<file path="src/aqc_pkg.sv">
// Shared constants, types and helpers for the queue 2 control block
package aqc_pkg;
  localparam int ADDR_W = 24;            // Byte address width of the register bus
  localparam int DATA_W = 32;            // Register bus data width
  // Register byte addresses
  localparam logic [23:0] STATUS0_ADDR = 24'h304810;
  localparam logic [23:0] MODE2_ADDR = 24'h304814;
  localparam logic [23:0] IRQ_STAT_ADDR = 24'h304818;
  localparam logic [23:0] IRQ_MASK_ADDR = 24'h30481c;
  // Mode control field positions (bit 0 of the map is the MSB, data bit 15)
  localparam int B_CIE = 15;
  localparam int B_PIE = 14;
  localparam int B_SSE = 13;
  localparam int MQ_HI = 12;
  localparam int MQ_LO = 8;
  localparam int B_RESUME = 7;
  localparam int BQ_HI = 6;
  localparam int BQ_LO = 0;
  // Status field positions
  localparam int FL_HI = 15;             // Six clearable flags sit in 15:10
  localparam int FL_LO = 10;
  localparam int QS_HI = 9;
  localparam int QS_LO = 6;
  localparam int CWP_HI = 5;
  localparam int CWP_LO = 0;
  // Index of each flag inside the six-bit flag vector
  localparam int F_Q2_OVR = 0;
  localparam int F_Q1_OVR = 1;
  localparam int F_Q2_PAUSE = 2;
  localparam int F_Q2_DONE = 3;
  localparam int F_Q1_PAUSE = 4;
  localparam int F_Q1_DONE = 5;
  // Interrupt status and mask bits
  localparam int IRQ_W = 3;
  localparam int I_DONE = 0;
  localparam int I_PAUSE = 1;
  localparam int I_OVR = 2;
  // Widths and fixed values
  localparam int CWP_W = 6;
  localparam int BQ_W = 7;
  localparam int TMR_W = 17;
  localparam logic [5:0] LAST_CCW = 6'h3f;
  localparam logic [4:0] MODE_OFF = 5'h00;
  localparam logic [4:0] MODE_RSV_A = 5'h0f;
  localparam logic [4:0] MODE_RSV_B = 5'h10;
  localparam logic [4:0] MODE_RSV_C = 5'h1f;
  localparam logic [3:0] SW_CODE = 4'h1;
  localparam logic [3:0] RISE_CODE = 4'h2;
  localparam logic [3:0] FALL_CODE = 4'h3;
  localparam logic [3:0] TMR_CODE_LO = 4'h4;
  localparam logic [3:0] TMR_CODE_HI = 4'he;
  localparam logic [4:0] TMR_EXP_OFS = 5'h03;  // Code 4 gives exponent 7
  localparam int B_CONT = 4;             // Mode bit that selects continuous scan
  localparam logic [1:0] RESP_OKAY = 2'h0;
  localparam logic [1:0] RESP_SLVERR = 2'h2;
  localparam logic [1:0] QS_IDLE = 2'h0;
  localparam logic [1:0] QS_PAUSED = 2'h1;
  localparam logic [1:0] QS_ACTIVE = 2'h2;  // Also reads as suspended when queue 1 runs
  localparam logic [1:0] QS_PEND = 2'h3;

  // Queue 2 sequencer states
  typedef enum logic [4:0] {
    ST_IDLE = 5'h01,
    ST_PEND = 5'h02,
    ST_ACTIVE = 5'h04,
    ST_PAUSED = 5'h08,
    ST_SUSP = 5'h10
  } aqc_state_t;

  // Software triggered modes
  function automatic logic mode_is_sw(input logic [4:0] m);
    return m[3:0] == SW_CODE;
  endfunction
  // External edge modes
  function automatic logic mode_is_ext(input logic [4:0] m);
    return (m[3:0] == RISE_CODE) || (m[3:0] == FALL_CODE);
  endfunction
  // Interval or periodic timer modes
  function automatic logic mode_is_tmr(input logic [4:0] m);
    return (m[3:0] >= TMR_CODE_LO) && (m[3:0] <= TMR_CODE_HI);
  endfunction
  // Modes that never run: disabled and reserved codes
  function automatic logic mode_is_off(input logic [4:0] m);
    return (m == MODE_OFF) || (m == MODE_RSV_A) || (m == MODE_RSV_B) || (m == MODE_RSV_C);
  endfunction
  // Byte lane merge for a 16-bit register
  function automatic logic [15:0] merge16(input logic [15:0] old, input logic [31:0] wd,
                                          input logic [3:0] strb);
    return {strb[1] ? wd[15:8] : old[15:8], strb[0] ? wd[7:0] : old[7:0]};
  endfunction
endpackage

</file>
<file path="src/aqc_trig_if.sv">
// Trigger request path between the sequencer and the trigger generator
`timescale 1ns/1ps
interface aqc_trig_if;
  logic [4:0] mode;     // Current operating mode
  logic conv_tick;      // One pulse per conversion clock period
  logic ext_trig;       // External trigger level
  logic restart;        // Reload the interval timer
  logic trig;           // Trigger event, one-cycle pulse
  modport ctrl (output mode, output conv_tick, output ext_trig, output restart, input trig);
  modport gen (input mode, input conv_tick, input ext_trig, input restart, output trig);
endinterface

</file>
<file path="src/aqc_trig_gen.sv">
// Edge and interval-timer trigger generator for queue 2
`timescale 1ns/1ps
module aqc_trig_gen
  import aqc_pkg::*;
(
  input wire logic i_clk,
  input wire logic i_rstn,
  aqc_trig_if.gen tif
);
  logic ext_prev_r;            // Last sampled external level
  logic [TMR_W-1:0] tmr_r;     // Conversion clock periods counted
  logic [TMR_W-1:0] tmr_nxt;
  logic [4:0] exp_w;           // Power of two for the timer modes
  logic [TMR_W-1:0] limit_w;   // Terminal count of the timer
  logic rise_w;
  logic fall_w;
  logic tmr_hit_w;

  // Exponent runs 7 to 17 across the timer codes
  assign exp_w = 5'({1'b0, tif.mode[3:0]} + TMR_EXP_OFS);
  assign limit_w = TMR_W'((33'h1 << exp_w) - 33'h1);
  assign rise_w = tif.ext_trig & ~ext_prev_r;
  assign fall_w = ~tif.ext_trig & ext_prev_r;
  assign tmr_hit_w = mode_is_tmr(tif.mode) && tif.conv_tick && (tmr_r == limit_w);
  // Edge polarity picked by the low mode bit
  assign tif.trig = (mode_is_ext(tif.mode) && (tif.mode[0] ? fall_w : rise_w))
                    || tmr_hit_w;

  // Timer advances once per conversion clock and wraps at the interval
  always_comb begin
    tmr_nxt = tmr_r;
    if (tif.restart || !mode_is_tmr(tif.mode)) begin
      tmr_nxt = '0;
    end else if (tif.conv_tick) begin
      tmr_nxt = tmr_hit_w ? '0 : TMR_W'(tmr_r + 17'h1);
    end
  end

  // Timer and edge history
  always_ff @(posedge i_clk) begin
    if (!i_rstn) begin
      tmr_r <= '0;
      ext_prev_r <= 1'b0;
    end else begin
      tmr_r <= tmr_nxt;
      ext_prev_r <= tif.ext_trig;
    end
  end
endmodule

</file>
<file path="src/aqc_q2_ctrl.sv">
// Queue 2 mode control, status flags and register slave of the converter
//
// Contract
// - Done interrupt only when done enable set; O_IRQ ignores the enable and is gated by imask_r only
// - Pause interrupt only when pause enable set; O_IRQ ignores the enable and is gated by imask_r only
// - Arm bit lets trigger start one scan
// - Arm bit writable, always reads zero
// - Arm bit self-clears after single scan ends
// - Mode field selects behaviour; zero disables
// - Codes 01, 11 are software scans via arm
// - Edge codes start scans on chosen edge
// - Interval timer single scans, 2^7 to 2^17
// - Periodic timer continuous scans, 2^7 to 2^17
// - Resume bit picks restart point after suspend
// - Resume change waits for end or mode change
// - Start index begins queue 2, ends queue 1
// - Start index 64 up gives queue 1 all
// - Flags clear by zero write after read
// - Other status fields are read-only
// - Done and pause flags set after store
// - Overrun on stray trigger, not software modes
`timescale 1ns/1ps
module aqc_q2_ctrl
  import aqc_pkg::*;
(
  input wire logic I_REF_CLK,
  input wire logic I_RSTN,
  input wire logic [ADDR_W-1:0] I_AXI_AWADDR,
  input wire logic I_AXI_AWVALID,
  output logic O_AXI_AWREADY,
  input wire logic [DATA_W-1:0] I_AXI_WDATA,
  input wire logic [3:0] I_AXI_WSTRB,
  input wire logic I_AXI_WVALID,
  output logic O_AXI_WREADY,
  output logic [1:0] O_AXI_BRESP,
  output logic O_AXI_BVALID,
  input wire logic I_AXI_BREADY,
  input wire logic [ADDR_W-1:0] I_AXI_ARADDR,
  input wire logic I_AXI_ARVALID,
  output logic O_AXI_ARREADY,
  output logic [DATA_W-1:0] O_AXI_RDATA,
  output logic [1:0] O_AXI_RRESP,
  output logic O_AXI_RVALID,
  input wire logic I_AXI_RREADY,
  input wire logic I_CONV_TICK,
  input wire logic I_EXT_TRIG,
  input wire logic I_CONV_DONE,
  input wire logic I_CCW_PAUSE,
  input wire logic I_CCW_EOQ,
  input wire logic I_Q1_ACTIVE,
  input wire logic [1:0] I_Q1_STATE,
  input wire logic [CWP_W-1:0] I_Q1_CWP,
  input wire logic I_Q1_DONE,
  input wire logic I_Q1_PAUSE,
  input wire logic I_Q1_OVERRUN,
  output logic O_CONV_REQ,
  output logic [CWP_W-1:0] O_CONV_INDEX,
  output logic [BQ_W-1:0] O_Q1_END_INDEX,
  output logic O_Q2_IRQ_REQ,
  output logic O_IRQ
);
  // Mode control register fields
  logic done_ie_r;                 // q2_done_irq_enable
  logic pause_ie_r;                // q2_pause_irq_enable
  logic arm_r;                     // q2_single_scan_arm, never read back
  logic [4:0] mode_r;              // q2_operating_mode
  logic resume_r;                  // Resume select as written
  logic resume_eff_r;              // Resume select in force
  logic [BQ_W-1:0] start_r;        // q2_start_index
  // Status and interrupt state
  logic [5:0] flag_r;              // Clearable flags, bit order of status 15:10
  logic [5:0] seen_r;              // Flags read as one since last clear
  logic [IRQ_W-1:0] ist_r;         // Sticky interrupt status
  logic [IRQ_W-1:0] imask_r;       // Interrupt mask
  // Sequencer
  aqc_state_t state_r;
  aqc_state_t state_nxt;
  logic [CWP_W-1:0] cwp_r;         // Command word in work
  logic [CWP_W-1:0] cwp_nxt;
  logic [CWP_W-1:0] subq_r;        // First word of the current sub-queue
  logic [CWP_W-1:0] subq_nxt;
  // Bus slave holding registers
  logic aw_full_r;
  logic w_full_r;
  logic [ADDR_W-1:0] awaddr_r;
  logic [DATA_W-1:0] wdata_r;
  logic [3:0] wstrb_r;
  logic bvalid_r;
  logic [1:0] bresp_r;
  logic rvalid_r;
  logic [1:0] rresp_r;
  logic [DATA_W-1:0] rdata_r;

  aqc_trig_if tif();

  aqc_trig_gen u_trig (
    .i_clk(I_REF_CLK),
    .i_rstn(I_RSTN),
    .tif(tif)
  );

  // Write path decode
  wire wr_fire = aw_full_r && w_full_r && !bvalid_r;
  wire wr_stat = wr_fire && (awaddr_r == STATUS0_ADDR);
  wire wr_mode = wr_fire && (awaddr_r == MODE2_ADDR);
  wire wr_ist = wr_fire && (awaddr_r == IRQ_STAT_ADDR);
  wire wr_imask = wr_fire && (awaddr_r == IRQ_MASK_ADDR);
  wire wr_hit = wr_stat || wr_mode || wr_ist || wr_imask;
  // Read path decode
  wire rd_fire = I_AXI_ARVALID && !rvalid_r;
  wire rd_stat = I_AXI_ARADDR == STATUS0_ADDR;
  wire rd_mode = I_AXI_ARADDR == MODE2_ADDR;
  wire rd_ist = I_AXI_ARADDR == IRQ_STAT_ADDR;
  wire rd_imask = I_AXI_ARADDR == IRQ_MASK_ADDR;
  wire rd_hit = rd_stat || rd_mode || rd_ist || rd_imask;

  // New mode control word as merged from the byte lanes
  wire [15:0] mode_old = {done_ie_r, pause_ie_r, arm_r, mode_r, resume_r, start_r};
  wire [15:0] mode_new = merge16(mode_old, wdata_r, wstrb_r);
  wire mode_chg = wr_mode && (mode_new[MQ_HI:MQ_LO] != mode_r);
  wire sse_go = wr_mode && mode_new[B_SSE];

  // Queue 2 owns no words once its start is past the table
  wire q2_empty = start_r[BQ_W-1];
  wire q2_off = mode_is_off(mode_r) || q2_empty;
  wire is_sw = mode_is_sw(mode_r);
  wire is_cont = mode_r[B_CONT];
  wire [CWP_W-1:0] first_ccw = start_r[CWP_W-1:0];
  // Start event: arm write for software modes, trigger pulse otherwise
  wire go_evt = is_sw ? sse_go : tif.trig;
  // A word finishes while running; last word ends the queue
  wire word_done = (state_r == ST_ACTIVE) && I_CONV_DONE;
  wire at_end = word_done && (I_CCW_EOQ || (cwp_r == LAST_CCW));
  wire at_pause = word_done && I_CCW_PAUSE && !at_end;
  // Stray trigger while the queue is busy or waiting to resume
  wire q2_ovr = tif.trig && !is_sw && !q2_off
                && ((state_r == ST_ACTIVE) || (state_r == ST_SUSP));

  assign tif.mode = mode_r;
  assign tif.conv_tick = I_CONV_TICK;
  assign tif.ext_trig = I_EXT_TRIG;
  // Timer interval starts afresh on every mode change and while idle
  assign tif.restart = mode_chg || (state_r == ST_IDLE);

  // Sequencer next-state logic
  always_comb begin
    state_nxt = state_r;
    cwp_nxt = cwp_r;
    subq_nxt = subq_r;
    case (state_r)
      ST_IDLE: begin
        cwp_nxt = first_ccw;
        subq_nxt = first_ccw;
        if (!q2_off) begin
          if (is_sw && arm_r) begin
            state_nxt = ST_ACTIVE;
          end else if (!is_sw && (arm_r || is_cont)) begin
            state_nxt = ST_PEND;
          end
        end
      end
      ST_PEND: begin
        if (tif.trig) begin
          state_nxt = ST_ACTIVE;
        end
      end
      ST_ACTIVE: begin
        if (at_end) begin
          cwp_nxt = first_ccw;
          subq_nxt = first_ccw;
          // Continuous scans go round again, single scans stop
          if (!is_cont) begin
            state_nxt = ST_IDLE;
          end else if (is_sw) begin
            state_nxt = ST_ACTIVE;
          end else begin
            state_nxt = ST_PEND;
          end
        end else if (at_pause) begin
          cwp_nxt = CWP_W'(cwp_r + 6'h1);
          subq_nxt = CWP_W'(cwp_r + 6'h1);
          state_nxt = ST_PAUSED;
        end else if (word_done) begin
          cwp_nxt = CWP_W'(cwp_r + 6'h1);
        end else if (I_Q1_ACTIVE) begin
          state_nxt = ST_SUSP;
        end
      end
      ST_PAUSED: begin
        if (go_evt) begin
          state_nxt = ST_ACTIVE;
        end
      end
      ST_SUSP: begin
        if (!I_Q1_ACTIVE) begin
          state_nxt = ST_ACTIVE;
          cwp_nxt = resume_eff_r ? cwp_r : subq_r;
        end
      end
      default: begin
        state_nxt = ST_IDLE;
      end
    endcase
    // Disabling the queue or changing its operating mode drops any scan in progress
    if (mode_chg || q2_off) begin
      state_nxt = ST_IDLE;
      cwp_nxt = first_ccw;
      subq_nxt = first_ccw;
    end
  end

  // Sequencer registers
  always_ff @(posedge I_REF_CLK) begin
    if (!I_RSTN) begin
      state_r <= ST_IDLE;
      cwp_r <= '0;
      subq_r <= '0;
    end else begin
      state_r <= state_nxt;
      cwp_r <= cwp_nxt;
      subq_r <= subq_nxt;
    end
  end

  // Mode control register; arm clears itself when its single scan ends
  always_ff @(posedge I_REF_CLK) begin
    if (!I_RSTN) begin
      done_ie_r <= 1'b0;
      pause_ie_r <= 1'b0;
      arm_r <= 1'b0;
      mode_r <= MODE_OFF;
      resume_r <= 1'b0;
      start_r <= '0;
    end else if (wr_mode) begin
      done_ie_r <= mode_new[B_CIE];
      pause_ie_r <= mode_new[B_PIE];
      arm_r <= mode_new[B_SSE];
      mode_r <= mode_new[MQ_HI:MQ_LO];
      resume_r <= mode_new[B_RESUME];
      start_r <= mode_new[BQ_HI:BQ_LO];
    end else if (at_end && !is_cont) begin
      arm_r <= 1'b0;
    end
  end

  // Resume choice is only taken up at a safe point, so a scan never
  // mixes two restart policies
  always_ff @(posedge I_REF_CLK) begin
    if (!I_RSTN) begin
      resume_eff_r <= 1'b0;
    end else if ((state_r == ST_IDLE) || at_end || mode_chg) begin
      resume_eff_r <= resume_r;
    end
  end

  // Flag events in status bit order
  wire [5:0] flag_set = {I_Q1_DONE, I_Q1_PAUSE, at_end, at_pause, I_Q1_OVERRUN, q2_ovr};
  // Only bits previously read as one may be cleared by writing zero
  wire [5:0] flag_clr = wr_stat && wstrb_r[1] ? (seen_r & ~wdata_r[FL_HI:FL_LO]) : 6'h00;

  // Status flags; a new event wins over a clear in the same cycle
  always_ff @(posedge I_REF_CLK) begin
    if (!I_RSTN) begin
      flag_r <= '0;
      seen_r <= '0;
    end else begin
      flag_r <= (flag_r & ~flag_clr) | flag_set;
      if (rd_fire && rd_stat) begin
        seen_r <= (seen_r & ~flag_clr) | flag_r;
      end else begin
        seen_r <= seen_r & ~flag_clr;
      end
    end
  end

  // Sticky interrupt status and mask
  wire [IRQ_W-1:0] ist_set = {q2_ovr, at_pause, at_end};
  wire [IRQ_W-1:0] ist_clr = wr_ist && wstrb_r[0] ? wdata_r[IRQ_W-1:0] : '0;
  always_ff @(posedge I_REF_CLK) begin
    if (!I_RSTN) begin
      ist_r <= '0;
      imask_r <= '0;
    end else begin
      ist_r <= (ist_r & ~ist_clr) | ist_set;
      if (wr_imask && wstrb_r[0]) begin
        imask_r <= wdata_r[IRQ_W-1:0];
      end
    end
  end

  // Queue state code for the status view
  wire [1:0] qs2 = (state_r == ST_PAUSED) ? QS_PAUSED :
                   (state_r == ST_PEND) ? QS_PEND :
                   ((state_r == ST_ACTIVE) || (state_r == ST_SUSP)) ? QS_ACTIVE : QS_IDLE;
  // Pointer shows queue 2 while it owns the converter
  wire [CWP_W-1:0] cwp_view = (state_r == ST_ACTIVE) ? cwp_r : I_Q1_CWP;
  wire [15:0] stat_view = {flag_r, I_Q1_STATE, qs2, cwp_view};
  // Arm bit is masked out of every read
  wire [15:0] mode_view = {done_ie_r, pause_ie_r, 1'b0, mode_r, resume_r, start_r};
  wire [DATA_W-1:0] rd_mux = rd_stat ? {16'h0000, stat_view} :
                             rd_mode ? {16'h0000, mode_view} :
                             rd_ist ? {29'h0, ist_r} :
                             rd_imask ? {29'h0, imask_r} : 32'h00000000;

  // Write channel capture, address and data in either order
  always_ff @(posedge I_REF_CLK) begin
    if (!I_RSTN) begin
      aw_full_r <= 1'b0;
      w_full_r <= 1'b0;
      awaddr_r <= '0;
      wdata_r <= '0;
      wstrb_r <= '0;
    end else if (wr_fire) begin
      aw_full_r <= 1'b0;
      w_full_r <= 1'b0;
    end else begin
      if (I_AXI_AWVALID && !aw_full_r) begin
        aw_full_r <= 1'b1;
        awaddr_r <= I_AXI_AWADDR;
      end
      if (I_AXI_WVALID && !w_full_r) begin
        w_full_r <= 1'b1;
        wdata_r <= I_AXI_WDATA;
        wstrb_r <= I_AXI_WSTRB;
      end
    end
  end

  // Write response; unmapped addresses are answered with an error
  always_ff @(posedge I_REF_CLK) begin
    if (!I_RSTN) begin
      bvalid_r <= 1'b0;
      bresp_r <= RESP_OKAY;
    end else if (wr_fire) begin
      bvalid_r <= 1'b1;
      bresp_r <= wr_hit ? RESP_OKAY : RESP_SLVERR;
    end else if (I_AXI_BREADY) begin
      bvalid_r <= 1'b0;
    end
  end

  // Read data registered one cycle after the address is taken
  always_ff @(posedge I_REF_CLK) begin
    if (!I_RSTN) begin
      rvalid_r <= 1'b0;
      rresp_r <= RESP_OKAY;
      rdata_r <= '0;
    end else if (rd_fire) begin
      rvalid_r <= 1'b1;
      rresp_r <= rd_hit ? RESP_OKAY : RESP_SLVERR;
      rdata_r <= rd_mux;
    end else if (I_AXI_RREADY) begin
      rvalid_r <= 1'b0;
    end
  end

  // Bus handshakes
  assign O_AXI_AWREADY = !aw_full_r;
  assign O_AXI_WREADY = !w_full_r;
  assign O_AXI_BVALID = bvalid_r;
  assign O_AXI_BRESP = bresp_r;
  assign O_AXI_ARREADY = !rvalid_r;
  assign O_AXI_RVALID = rvalid_r;
  assign O_AXI_RRESP = rresp_r;
  assign O_AXI_RDATA = rdata_r;

  // Converter and queue 1 side
  assign O_CONV_REQ = (state_r == ST_ACTIVE);
  assign O_CONV_INDEX = cwp_r;
  assign O_Q1_END_INDEX = start_r;
  // Level request follows flags and enables, drops when the flag clears
  assign O_Q2_IRQ_REQ = (flag_r[F_Q2_DONE] & done_ie_r)
                        | (flag_r[F_Q2_PAUSE] & pause_ie_r);
  assign O_IRQ = |(ist_r & imask_r);
endmodule

</file>
<file path="config.mk">
export PLATFORM = sky130hd
export DESIGN_NAME = aqc_q2_ctrl
export DESIGN_NICKNAME = d
export VERILOG_FILES = /design/src/aqc_pkg.sv /design/src/aqc_trig_if.sv /design/src/aqc_trig_gen.sv /design/src/aqc_q2_ctrl.sv
export SDC_FILE = /design/constraint.sdc
export NUM_CORES = 1
export LEC_CHECK = 0
export BUFFER_PORTS_ARGS = -buffer_cell sky130_fd_sc_hd__buf_2
export CORE_ASPECT_RATIO = 0.75
export CORE_UTILIZATION = 40
export DETAILED_ROUTE_END_ITERATION = 8
export GPL_TIMING_DRIVEN = 0
export SYNTH_ARGS = -nofsm -noshare
export SYNTH_HDL_FRONTEND = slang
export SYNTH_SLANG_ARGS = --single-unit
</file>
<file path="constraint.sdc">
create_clock -name I_REF_CLK -period 2 [get_ports I_REF_CLK]
set_input_delay 0.2 -clock I_REF_CLK [delete_from_list [all_inputs] [get_ports I_REF_CLK]]
set_output_delay 0.2 -clock I_REF_CLK [all_outputs]
set_load 0.05 [all_outputs]
</file>
-- Yosys cells after proc, flatten, opt, wreduce, memory -nomap -nowiden
Cells that the tools add are included.
- bits in registers: 152
- latch bits: 0
- bits in writable memories: 0
- bits in read-only memories: 0
- input port bits: 108
- memories: 0
- add/sub/neg operators: 4
- multiply operators: 0
- div/mod/pow operators: 0
- $lt $le $gt $ge: 2
- equal/unequal tests: 33
- shift operators: 1
- muxes and demuxes: 47
- bitwise operators: 20
- reductions and logical operators: 75
- operators by type and width (kind ; number):
    == test 24 x 22 -> 1 bit (second input constant) ; 8
    two-way mux 6 bit ; 13
    two-way mux 5 bit ; 10
    two-way mux 16 bit ; 2
    logical AND 1 bit ; 29
    case mux 5 bit (5 select lines) ; 1
    logical OR 1 bit ; 20
    bitwise AND 6 bit ; 3
    case mux 6 bit (3 select lines) ; 1
    adder 17 x 1 -> 17 bit (second input constant) ; 1
    == test 17 bit ; 1
    two-way mux 17 bit ; 1
    left shift 1 x 5 -> 17 bit (first input constant) ; 1
    subtractor 17 x 1 -> 17 bit (second input constant) ; 1
    == test 5 bit (second input constant) ; 3
    two-way mux 3 bit ; 5
    inverter 6 bit ; 2
    OR 6 bit ; 2
    case mux 6 bit (2 select lines) ; 1
    == test 5 x 4 -> 1 bit (second input constant) ; 2
    two-way mux 2 bit ; 5
    AND reduction 2 bit ; 5
    zero test 1 bit ; 9
    inequality test 3 bit (second input constant) ; 3
    other kinds (30) ; 53

-- Depth between registers and ports, before layout
Gate-level depths: netlist (run 1).
- depth in word-level cells: 10
- mapped depth: 10
- mapped depth without buffers: 8

-- Modules after synthesis
A second synthesis (run 1) with hierarchy kept.
- cells, all modules: 871
- area, all modules: 6817.8 um^2
- modules (own cells, without submodules) (module ; times used ; cells an instance ; area an instance (um^2) ; seq. area each (um^2)):
    aqc_q2_ctrl ; 1 ; 704 ; 5519.0 ; 2322.2
    aqc_trig_gen ; 1 ; 167 ; 1298.7 ; 360.3

-- Worst setup path before layout (run 1)
OpenSTA, ideal clock, no wires.
- kind: reg-to-reg
- from: register bvalid_r (netlist: O_AXI_BVALID)
- to: register flag_r[4]
- library setup time: 115 ps
- arrival: 2146 ps
- data required time: 1885 ps
- slack: -260 ps
- stages on the path, launching flop included: 9
- path buffers: 1
- period minus slack after synthesis: 2260 ps
- path through: dfxtp_1 > and3b_1 > nand3_1 > nor2_1 > or4b_2 > clkbuf_1 > nor2_1 > a21boi_0 > o21a_1
- cells in the longest elaborated chain, start to end: 8
- RTL lines (element ; line ; source):
    from (decl) ; aqc_q2_ctrl.sv:88 ; logic bvalid_r;
    from (signal assigned) ; aqc_q2_ctrl.sv:332 ; bvalid_r <= 1'b0;
    from (signal assigned) ; aqc_q2_ctrl.sv:335 ; bvalid_r <= 1'b1;
    from (signal assigned) ; aqc_q2_ctrl.sv:338 ; bvalid_r <= 1'b0;
    zero test 1 bit ; aqc_q2_ctrl.sv:103 ; wire wr_fire = aw_full_r && w_full_r && !bvalid_r;
    logical AND 1 bit ; aqc_q2_ctrl.sv:103 ;
    logical AND 1 bit ; aqc_q2_ctrl.sv:104 ; wire wr_stat = wr_fire && (awaddr_r == STATUS0_ADDR);
    logical AND 1 bit ; aqc_q2_ctrl.sv:259 ; wire [5:0] flag_clr = wr_stat && wstrb_r[1] ? (seen_r & ~wdata_r[FL_HI:FL_LO]) : 6'h00;
    two-way mux 6 bit ; aqc_q2_ctrl.sv:259 ;
    inverter 6 bit ; aqc_q2_ctrl.sv:267 ; flag_r <= (flag_r & ~flag_clr) | flag_set;
    bitwise AND 6 bit ; aqc_q2_ctrl.sv:267 ;
    OR 6 bit ; aqc_q2_ctrl.sv:267 ;
    to (signal assigned) ; aqc_q2_ctrl.sv:267 ;
    to (decl) ; aqc_q2_ctrl.sv:71 ; logic [5:0] flag_r;
Every way passes these cells.
A chain may end at the register's enable or synchronous reset.

-- Worst setup path in the final report (run 1)
- from: register mode_r[1]
- to: register ist_r[2]
- cells in the longest elaborated chain, start to end: 10
- RTL lines (element ; line ; source):
    from (decl) ; aqc_q2_ctrl.sv:66 ; logic [4:0] mode_r;
    from (signal assigned) ; aqc_q2_ctrl.sv:238 ; mode_r <= mode_new[MQ_HI:MQ_LO];
    adder 4 x 2 -> 5 bit ; aqc_trig_gen.sv:20 ; assign exp_w = 5'({1'b0, tif.mode[3:0]} + TMR_EXP_OFS);
    left shift 1 x 5 -> 17 bit ; aqc_trig_gen.sv:21 ; assign limit_w = TMR_W'((33'h1 << exp_w) - 33'h1);
    subtractor 17 x 1 -> 17 bit ; aqc_trig_gen.sv:21 ;
    == test 17 bit ; aqc_trig_gen.sv:24 ; assign tmr_hit_w = mode_is_tmr(tif.mode) && tif.conv_tick && (tmr_r == limit_w);
    logical AND 1 bit ; aqc_trig_gen.sv:24 ;
    logical OR 1 bit ; aqc_trig_gen.sv:27 ; || tmr_hit_w;
    logical AND 1 bit ; aqc_q2_ctrl.sv:136 ; wire q2_ovr = tif.trig && !is_sw && !q2_off
    logical AND 1 bit (*) ; aqc_q2_ctrl.sv:136 ;
    logical AND 1 bit (*) ; aqc_q2_ctrl.sv:137 ; && ((state_r == ST_ACTIVE) || (state_r == ST_SUSP));
    OR 3 bit (*) ; aqc_q2_ctrl.sv:284 ; ist_r <= (ist_r & ~ist_clr) | ist_set;
    to (signal assigned) ; aqc_q2_ctrl.sv:284 ;
    to (decl) ; aqc_q2_ctrl.sv:73 ; logic [IRQ_W-1:0] ist_r;
Mark *: on every way between the ends. The rest lies on a longest branch, timed or not.

==> reports/metrics.cfg, run 1 <==
[status]
status=finished, violations left
violations=negative setup slack

[layout]
seqCellArea_mm2=0.00271
fin_nets=1141
area_growth_syn_to_layout_pct=37.8
fillers=1567
final_util_pct=56.3
multi_input_area_mm2=0.00446
n_antenna_cell=0
drive_above_1_share_pct=31.8

[timing]
tightest_slew_ps=749
period_minus_slack_ps=2220
setup_violations=50
setup_ws_ps=-223
fin_worst_skew_ps=11.2
drv_slew=0
finalHoldViolCount=0
rsz0062_at_grt=true
fin_crit_sh_pct=111
slew_headroom_pct=50.1
clock.fmax_mhz=450

[critical_path]
crit_fanout=5
rr_worst_depth=7
start_kind=register
crit_family=compound AO/OA/AOI/OAI gates
crit_start=mode_r[1]
critPathKind=register to register
path_buf_inv=0
worstReg2RegStart=mode_r[1]
endpoint=ist_r[2]
cp.depth=7
crit_chain=or2_4 > a2111o_1 > o311a_4 > nor4b_4 > o2111ai_4 > a221oi_4 > o21a_1
reg2reg_setup_slack_ps=-220
slowest_delay_ps=380
critPathArrivalTime_ps=2590
r2r_end=ist_r[2]
cp_slowest_cell=a2111o_1
cp_data_required_time_ps=2370
end_kind=register

[synth]
synth-edff-count=0
yosysWarningCount=0
avgSynthCellArea_um2=8.16
synthArstFlopShare_pct=0
netlist_area_mm2=0.00687
synth_top_flop_cell=dfxtp_1
ys_ff_latch=134
syn_inst=842
seq_area_frac_synth_pct=39.0
synth_cell_types=71

[place]
place_congestion=0.914
preCtsSetupSlack_ps=-832
port-buffer-count=127
place_hpwl_um=14700

[global_route]
grt_pass1_wl_um=32400
antenna_found_initial=0
grt.overflow.total=0
grt_usage_pct=23.8
grt_max_degree=17
grt_pass1_vias=5960

[clocking]
cts_sinks=134
cts-htree-levels=4
cts_buffers=17
cts_tree=done
clk_pin_slew_ps=60
clk_path_buf_depth=2
root_buffer=clkbuf_16
clock_latency_ps=430

[floorplan]
fp-row-count=41
start_util_pct=40.8
fp.dieArea_mm2=0.0177
core_mm2=0.0168
die_w_um=153
die_h_um=116
ios=165

[route]
route.detailed.drc=0
wl_per_cell_um=16.6
dr.pass1.iters=5
vias=6636
ant_nets=0
finalWirelength_um=20800
drt_iter0_drc=389
viasPerCell=5.28

[min_path]
hold-path-cell-count=3
hold_path.class=input pin to register

[pwr]
ir_drop_uv=539
power.leakage_nw=3.80
power_density_mw_per_mm2=697

[flow_run]
max_cap_viol_count=0

-- cell usage after synthesis, types with 9 or more instances --
library cell / number / area share [%]
xnor2_1: 13 / 1.7
nor2b_1: 31 / 2.8
o21ai_0: 34 / 2.5
inv_1: 16 / 0.87
nand2_1: 160 / 8.7
nand3_1: 37 / 2.7
nor3_1: 15 / 1.1
a21boi_0: 74 / 8.1
nor2_1: 50 / 2.7
a21oi_1: 28 / 2.0
buf_4: 19 / 2.1
o21a_1: 16 / 1.7
mux2i_1: 24 / 3.5
clkbuf_1: 38 / 2.1
nand2b_1: 9 / 0.82
dfxtp_1: 134 / 39
xor2_1: 18 / 2.3
nand4_1: 9 / 0.82
-- worst min path at each step --
stage                startpoint      endpoint  slack, ps
5_1_grt          I_AXI_WDATA[2]    wdata_r[2]         20
3_5_place_dp          I_Q1_DONE     flag_r[5]        430
4_1_cts        I_AXI_AWADDR[17]  awaddr_r[17]         10
2_1_floorplan       I_Q1_ACTIVE    state_r[4]        310
6_report       I_AXI_AWADDR[15]  awaddr_r[15]         20
3_3_place_gp          I_Q1_DONE     flag_r[5]        430
-- cell type report --
type | count | area share (%)
multi-input combinational | 643 | 47.1
sequential | 134 | 28.6
timing repair buffer | 158 | 10.2
clock buffer | 20 | 4.72
buffer | 60 | 4.20
tap | 215 | 2.84
clock inverter | 12 | 1.63
inverter | 16 | 0.661
-- stage by stage --
stage               area [µm²]  power, mW  std cells  setup TNS [ps]  hold WS, ps
finish                    9470       6.59       1258           -5410         21.6
global route              9470       6.83       1258          -10110         17.2
CTS                       8940       6.59       1250           -5290         11.2
detailed placement        7870       3.39       1202          -42530          425
global placement          7870       3.38       1202          -41380          426
floorplan                 6970       3.19        860           -1800          314
-- flip-flops by register name, summed over array words and instances, names as in the netlist, 2 cells and up --
signal	flops
O_AXI_RDATA	16
wstrb_r	2
wdata_r	16
imask_r	3
subq_r	6
state_r	5
O_CONV_INDEX	6
awaddr_r	24
O_Q1_END_INDEX	7
flag_r	6
mode_r	5
seen_r	6
ist_r	3
u_trig.tmr_r	17
-- layer usage --
| layer | wire length, µm | track usage (%) | up-vias |
|---|---|---|---|
| met2 | 8770 | 34.5 | 246 |
| met4 | 207 | 6.87 | 0 |
| met3 | 1470 | 5.42 | 16 |
| met5 | 0 | 0 | - |
| met1 | 10400 | 35.0 | 3080 |
| li1 | - | - | 3294 |
-- timing repair --
item	4_1_cts	5_1_grt
setup buffers	14	8
endpoints found under the hold margin	3	0
hold buffers	3	0
cloned	2	4
setup endpoints to repair	83	81
pin swaps	38	37
gates resized for setup	98	110
-- layout by cell type (no fill, tap or decap), drive strengths merged, types with 8 or more instances in the layout --
cell type  instances
nand2            160
mux2i             24
xnor2             13
nor4b              9
nand3             37
nor2b             31
clkbuf            55
buf              180
a21oi             28
o21a              16
conb              20
nor3              15
mux2               8
a21boi            74
o21ai             34
nand2b            10
dfxtp            134
nor2              50
nand4              9
xor2              18
inv               16
-- logic make-up (layout without fill, tap and decap cells) --
| kind of cell | Yosys count | count (layout) | synth area share [%] |
|---|---|---|---|
| adder cells (fa/ha/maj) | 3 | 3 | 0.546 |
| flip-flops | 134 | 134 | 39.0 |
| multiplexers | 32 | 32 | 4.81 |
| AND/OR/NAND/NOR | 353 | 353 | 24.8 |
| buffers and inverters | 83 | 266 | 5.83 |
| other | 2 | 20 | 0.109 |
| XOR/XNOR | 31 | 31 | 3.95 |
| AO/OA/AOI/OAI | 204 | 204 | 20.9 |
-- where the power goes --
part           leakage (nW)  internal, mW  switching [mW]  total, mW
clock                 0.286          1.99            1.21       3.20
sequential             1.10          2.73          0.0596       2.79
combinational          2.42         0.229           0.366      0.595
total                  3.80          4.95            1.64       6.59
-- worst min-delay path: cells and delay by family --
| kind | cells | cell delay, ps |
|---|---|---|
| buf+inv | 1 | 100 |
| simple gates | 1 | 40 |
| compound gates | 1 | 60 |
Power figures use the tool's default switching activity.
==> run 2: changes to the inputs <==
ABC_AREA = 1   (was unset)
GPL_ROUTABILITY_DRIVEN = 0   (was unset)
==> run 2 against run 1 <==
The flow still finishes with violations (negative setup slack). First-iteration DRC count increased by 68%. Final area decreased by 0.82%. Sequential power about the same. Critical path type unchanged. Critical endpoint is now u_trig.tmr_r[14].
==> reports/metrics.cfg, run 2 <==
[synth]
seq_area_frac_synth_pct=38.9  ; -0.16 points
yosysWarningCount=0  ; unchanged
synth_area_leader_cell=dfxtp_1
synth-edff-count=0  ; unchanged
synth_top_area_share_pct=38.9  ; -0.16 points
synth_cell_types=49  ; -31%
synth_area_leaders=dfxtp_1 (39%), nand2_1 (9.7%), nor2_1 (7.3%), o21ai_0 (7.3%), a21oi_1 (6.8%)
avgSynthCellArea_um2=6.73  ; -18%
synth_commonest_cells=nand2_1 (179), nor2_1 (135), dfxtp_1 (134)
synth_top_flop_cell=dfxtp_1
ys_ff_latch=134  ; unchanged
synthArstFlopShare_pct=0  ; unchanged
yosys.cell_count.top_type=nand2_1
netlist_area_mm2=0.00690  ; +0.40%
syn_inst=1025  ; +22%

[critical_path]
slowest_delay_ps=440  ; +60 ps
crit_chain=inv_1 > o21ai_0 > nand4_1 > nand2_2 > nand2_2 > inv_2 > nand2_2 > nor2_4 > nand2_8 > buf_16 > a21oi_2
path_buf_inv=3  ; +3
crit_family=simple AND/OR/NAND/NOR gates
critPathKind=register to register
cpMostUsedCell=nand2_2
worstReg2RegStart=mode_r[4]
crit_fanout=5  ; unchanged
start_kind=register
critPathArrivalTime_ps=2390  ; -200 ps
cp_data_required_time_ps=2360  ; about the same
cp.depth=11  ; +4
endpoint=u_trig.tmr_r[14]
r2r_end=u_trig.tmr_r[14]
rr_worst_depth=11  ; +4
cp_slowest_cell=dfxtp_1
end_kind=register
crit_start=mode_r[4]
reg2reg_setup_slack_ps=-30  ; +200 ps

[place]
place_hpwl_um=16500  ; +12%
place_inst=1386  ; +15%
preCtsSetupSlack_ps=-368  ; +464 ps
port-buffer-count=128  ; +0.79%

[layout]
reg_top3=awaddr_r: 24 flops, u_trig.tmr_r: 17 flops
instances_no_fill=1461  ; +16%
drive_above_1_share_pct=28.6  ; -3.2 points
area_growth_syn_to_layout_pct=36.1
final_cell_mix=nand2_1 (153), buf_2 (131), dfxtp_1 (122), inv_1 (115), nor2_1 (111)
final_common_cell=nand2_1
fin_nets=1347  ; +18%
largest-register=awaddr_r
largest_reg_flops=24  ; unchanged

[clocking]
cts_tree=done
clock_latency_ps=430  ; about the same
clk_path_buf_depth=2  ; unchanged
cts-htree-levels=4  ; unchanged
clk_pin_slew_ps=60  ; about the same
cts_sinks=134  ; unchanged
root_buffer=clkbuf_16
cts_buffers=17  ; unchanged

[floorplan]
start_util_pct=41.0  ; +0.16 points
die_w_um=154  ; +0.20%
die_h_um=116  ; +0.19%
fp-row-count=41  ; unchanged
core_mm2=0.0168  ; unchanged
ios=165  ; unchanged
fp.dieArea_mm2=0.0178  ; +0.39%

[status]
status=finished, violations left
violations=negative setup slack

[global_route]
grt_pass1_wl_um=34900  ; +7.6%
use_met3_pct=6.73  ; +1.3 points
grtUsageMet2_pct=36.8  ; +2.3 points
busiest_layer=met1
grt_max_degree=17  ; unchanged
met1_usage_pct=37.7  ; +2.7 points
grt_usage_pct=25.6  ; +1.8 points
grt.overflow.total=0  ; unchanged
grt_pass1_vias=6474  ; +8.6%
antenna_found_initial=2  ; +2

[timing]
fin_worst_skew_ps=9.18  ; -2.01 ps
period_minus_slack_ps=2030  ; -196 ps
setup_ws_ps=-26.8  ; +196 ps
tightest_slew_ps=850  ; +101 ps
finalHoldViolCount=0  ; unchanged
clock.fmax_mhz=493  ; +9.7%
setup_violations=14  ; -72%
tns_ps=-97.8  ; +5310 ps
fin_crit_sh_pct=101  ; -9.8 points
rsz0062_at_grt=true
drv_slew=0  ; unchanged
slew_headroom_pct=42.8  ; -7.3 points

[route]
vias=7467  ; +13%
drt_iter0_drc=652  ; +68%
ant_nets=0  ; unchanged
wl_per_cell_um=15.7  ; -5.5%
dr.pass1.iters=7  ; +2
finalWirelength_um=22900  ; +9.7%
route.detailed.drc=0  ; unchanged
viasPerCell=5.11  ; -3.1%

[pwr]
power.leakage_nw=3.96  ; +4.2%
ir_drop_uv=454  ; -16%
power_density_mw_per_mm2=689  ; -1.1%
p_total_mw=6.46  ; -2.0%

[flow_run]
max_cap_viol_count=0  ; unchanged

[min_path]
hold_path.class=input pin to register

-- run 2: cell types whose count changed after synthesis, sizes merged, moves of 12 or more --
cell	change
a21boi	-73
a21oi	+67
a31oi	+13
clkbuf	-18
inv	+118
mux2i	-24
nand2	+24
nand3	+24
nor2	+94
nor2b	-31
o21a	-14
o21ai	+78
xnor2	-12
-- run 2: cell type report --
class	count	area, µm²
multi-input combinational	723	3920
tap	215	269
sequential	134	2710
fill	1668	7440
inverter	134	523
buffer	50	334
clock inverter	10	110
clock buffer	18	439
timing repair buffer	176	1070
antenna	1	2.50
-- run 2: timing repair --
| action | CTS | global route |
|---|---|---|
| hold buffers | 8 | 2 |
| pin swaps | 10 | 29 |
| endpoints found under the hold margin | 8 | 2 |
| gates resized for setup | 51 | 116 |
| buffers inserted | 20 | 17 |
| endpoints found under the setup margin | 57 | 62 |
| gates cloned | 1 | 0 |
-- run 2: stage by stage --
step                      area (µm²)  hold WS [ps]  util (%)
after CTS                       8870          1.08      52.7
after floorplan                 6970           293         -
after global routing            9390          17.0      55.8
final                           9390          14.5      55.8
after detailed placement        7880           412      46.8
after global placement          7880           412      46.8
-- run 2: worst min-delay path by stage --
stage	slack, ps	end	cells after the start	startpoint
2_1_floorplan	290	u_trig.ext_prev_r	2	I_EXT_TRIG
3_3_place_gp	410	flag_r[4]	3	I_Q1_PAUSE
3_5_place_dp	410	u_trig.ext_prev_r	3	I_EXT_TRIG
4_1_cts	1	flag_r[5]	3	I_Q1_DONE
5_1_grt	20	w_full_r	3	I_AXI_WVALID
6_report	10	awaddr_r[20]	3	I_AXI_AWADDR[20]
-- run 2: logic make-up (layout without fill, tap and decap cells) --
family                   after synthesis  in the layout  synth area share (%)
other                                  2             21                 0.109
buffers and inverters                186            388                  11.6
XOR/XNOR                              11             11                  1.40
AND/OR/NAND/NOR                      443            443                  28.2
flip-flops                           134            134                  38.9
AO/OA/AOI/OAI                        246            246                  19.2
adder cells (fa/ha/maj)                3              3                 0.544
-- run 2: metal layers --
metal	part of all wire, %	vias up
met2	41	285
met4	1.2	2
met5	0.044	-
li1	-	3776
met3	8.4	31
met1	49	3373
-- run 2: power breakdown --
group / leakage [nW] / internal, mW / switching, mW
sequential: 1.10 / 2.75 / 0.0537
clock: 0.261 / 1.83 / 1.19
combinational: 2.60 / 0.222 / 0.422
total: 3.96 / 4.80 / 1.67
-- run 2: worst reg2reg max path: stages (launching register included) --
cell	delay (ps)
dfxtp_1	440
inv_1	190
o21ai_0	230
nand4_1	190
nand2_2	180
nand2_2	80
inv_2	70
nand2_2	60
nor2_4	160
nand2_8	110
buf_16	170
a21oi_2	90
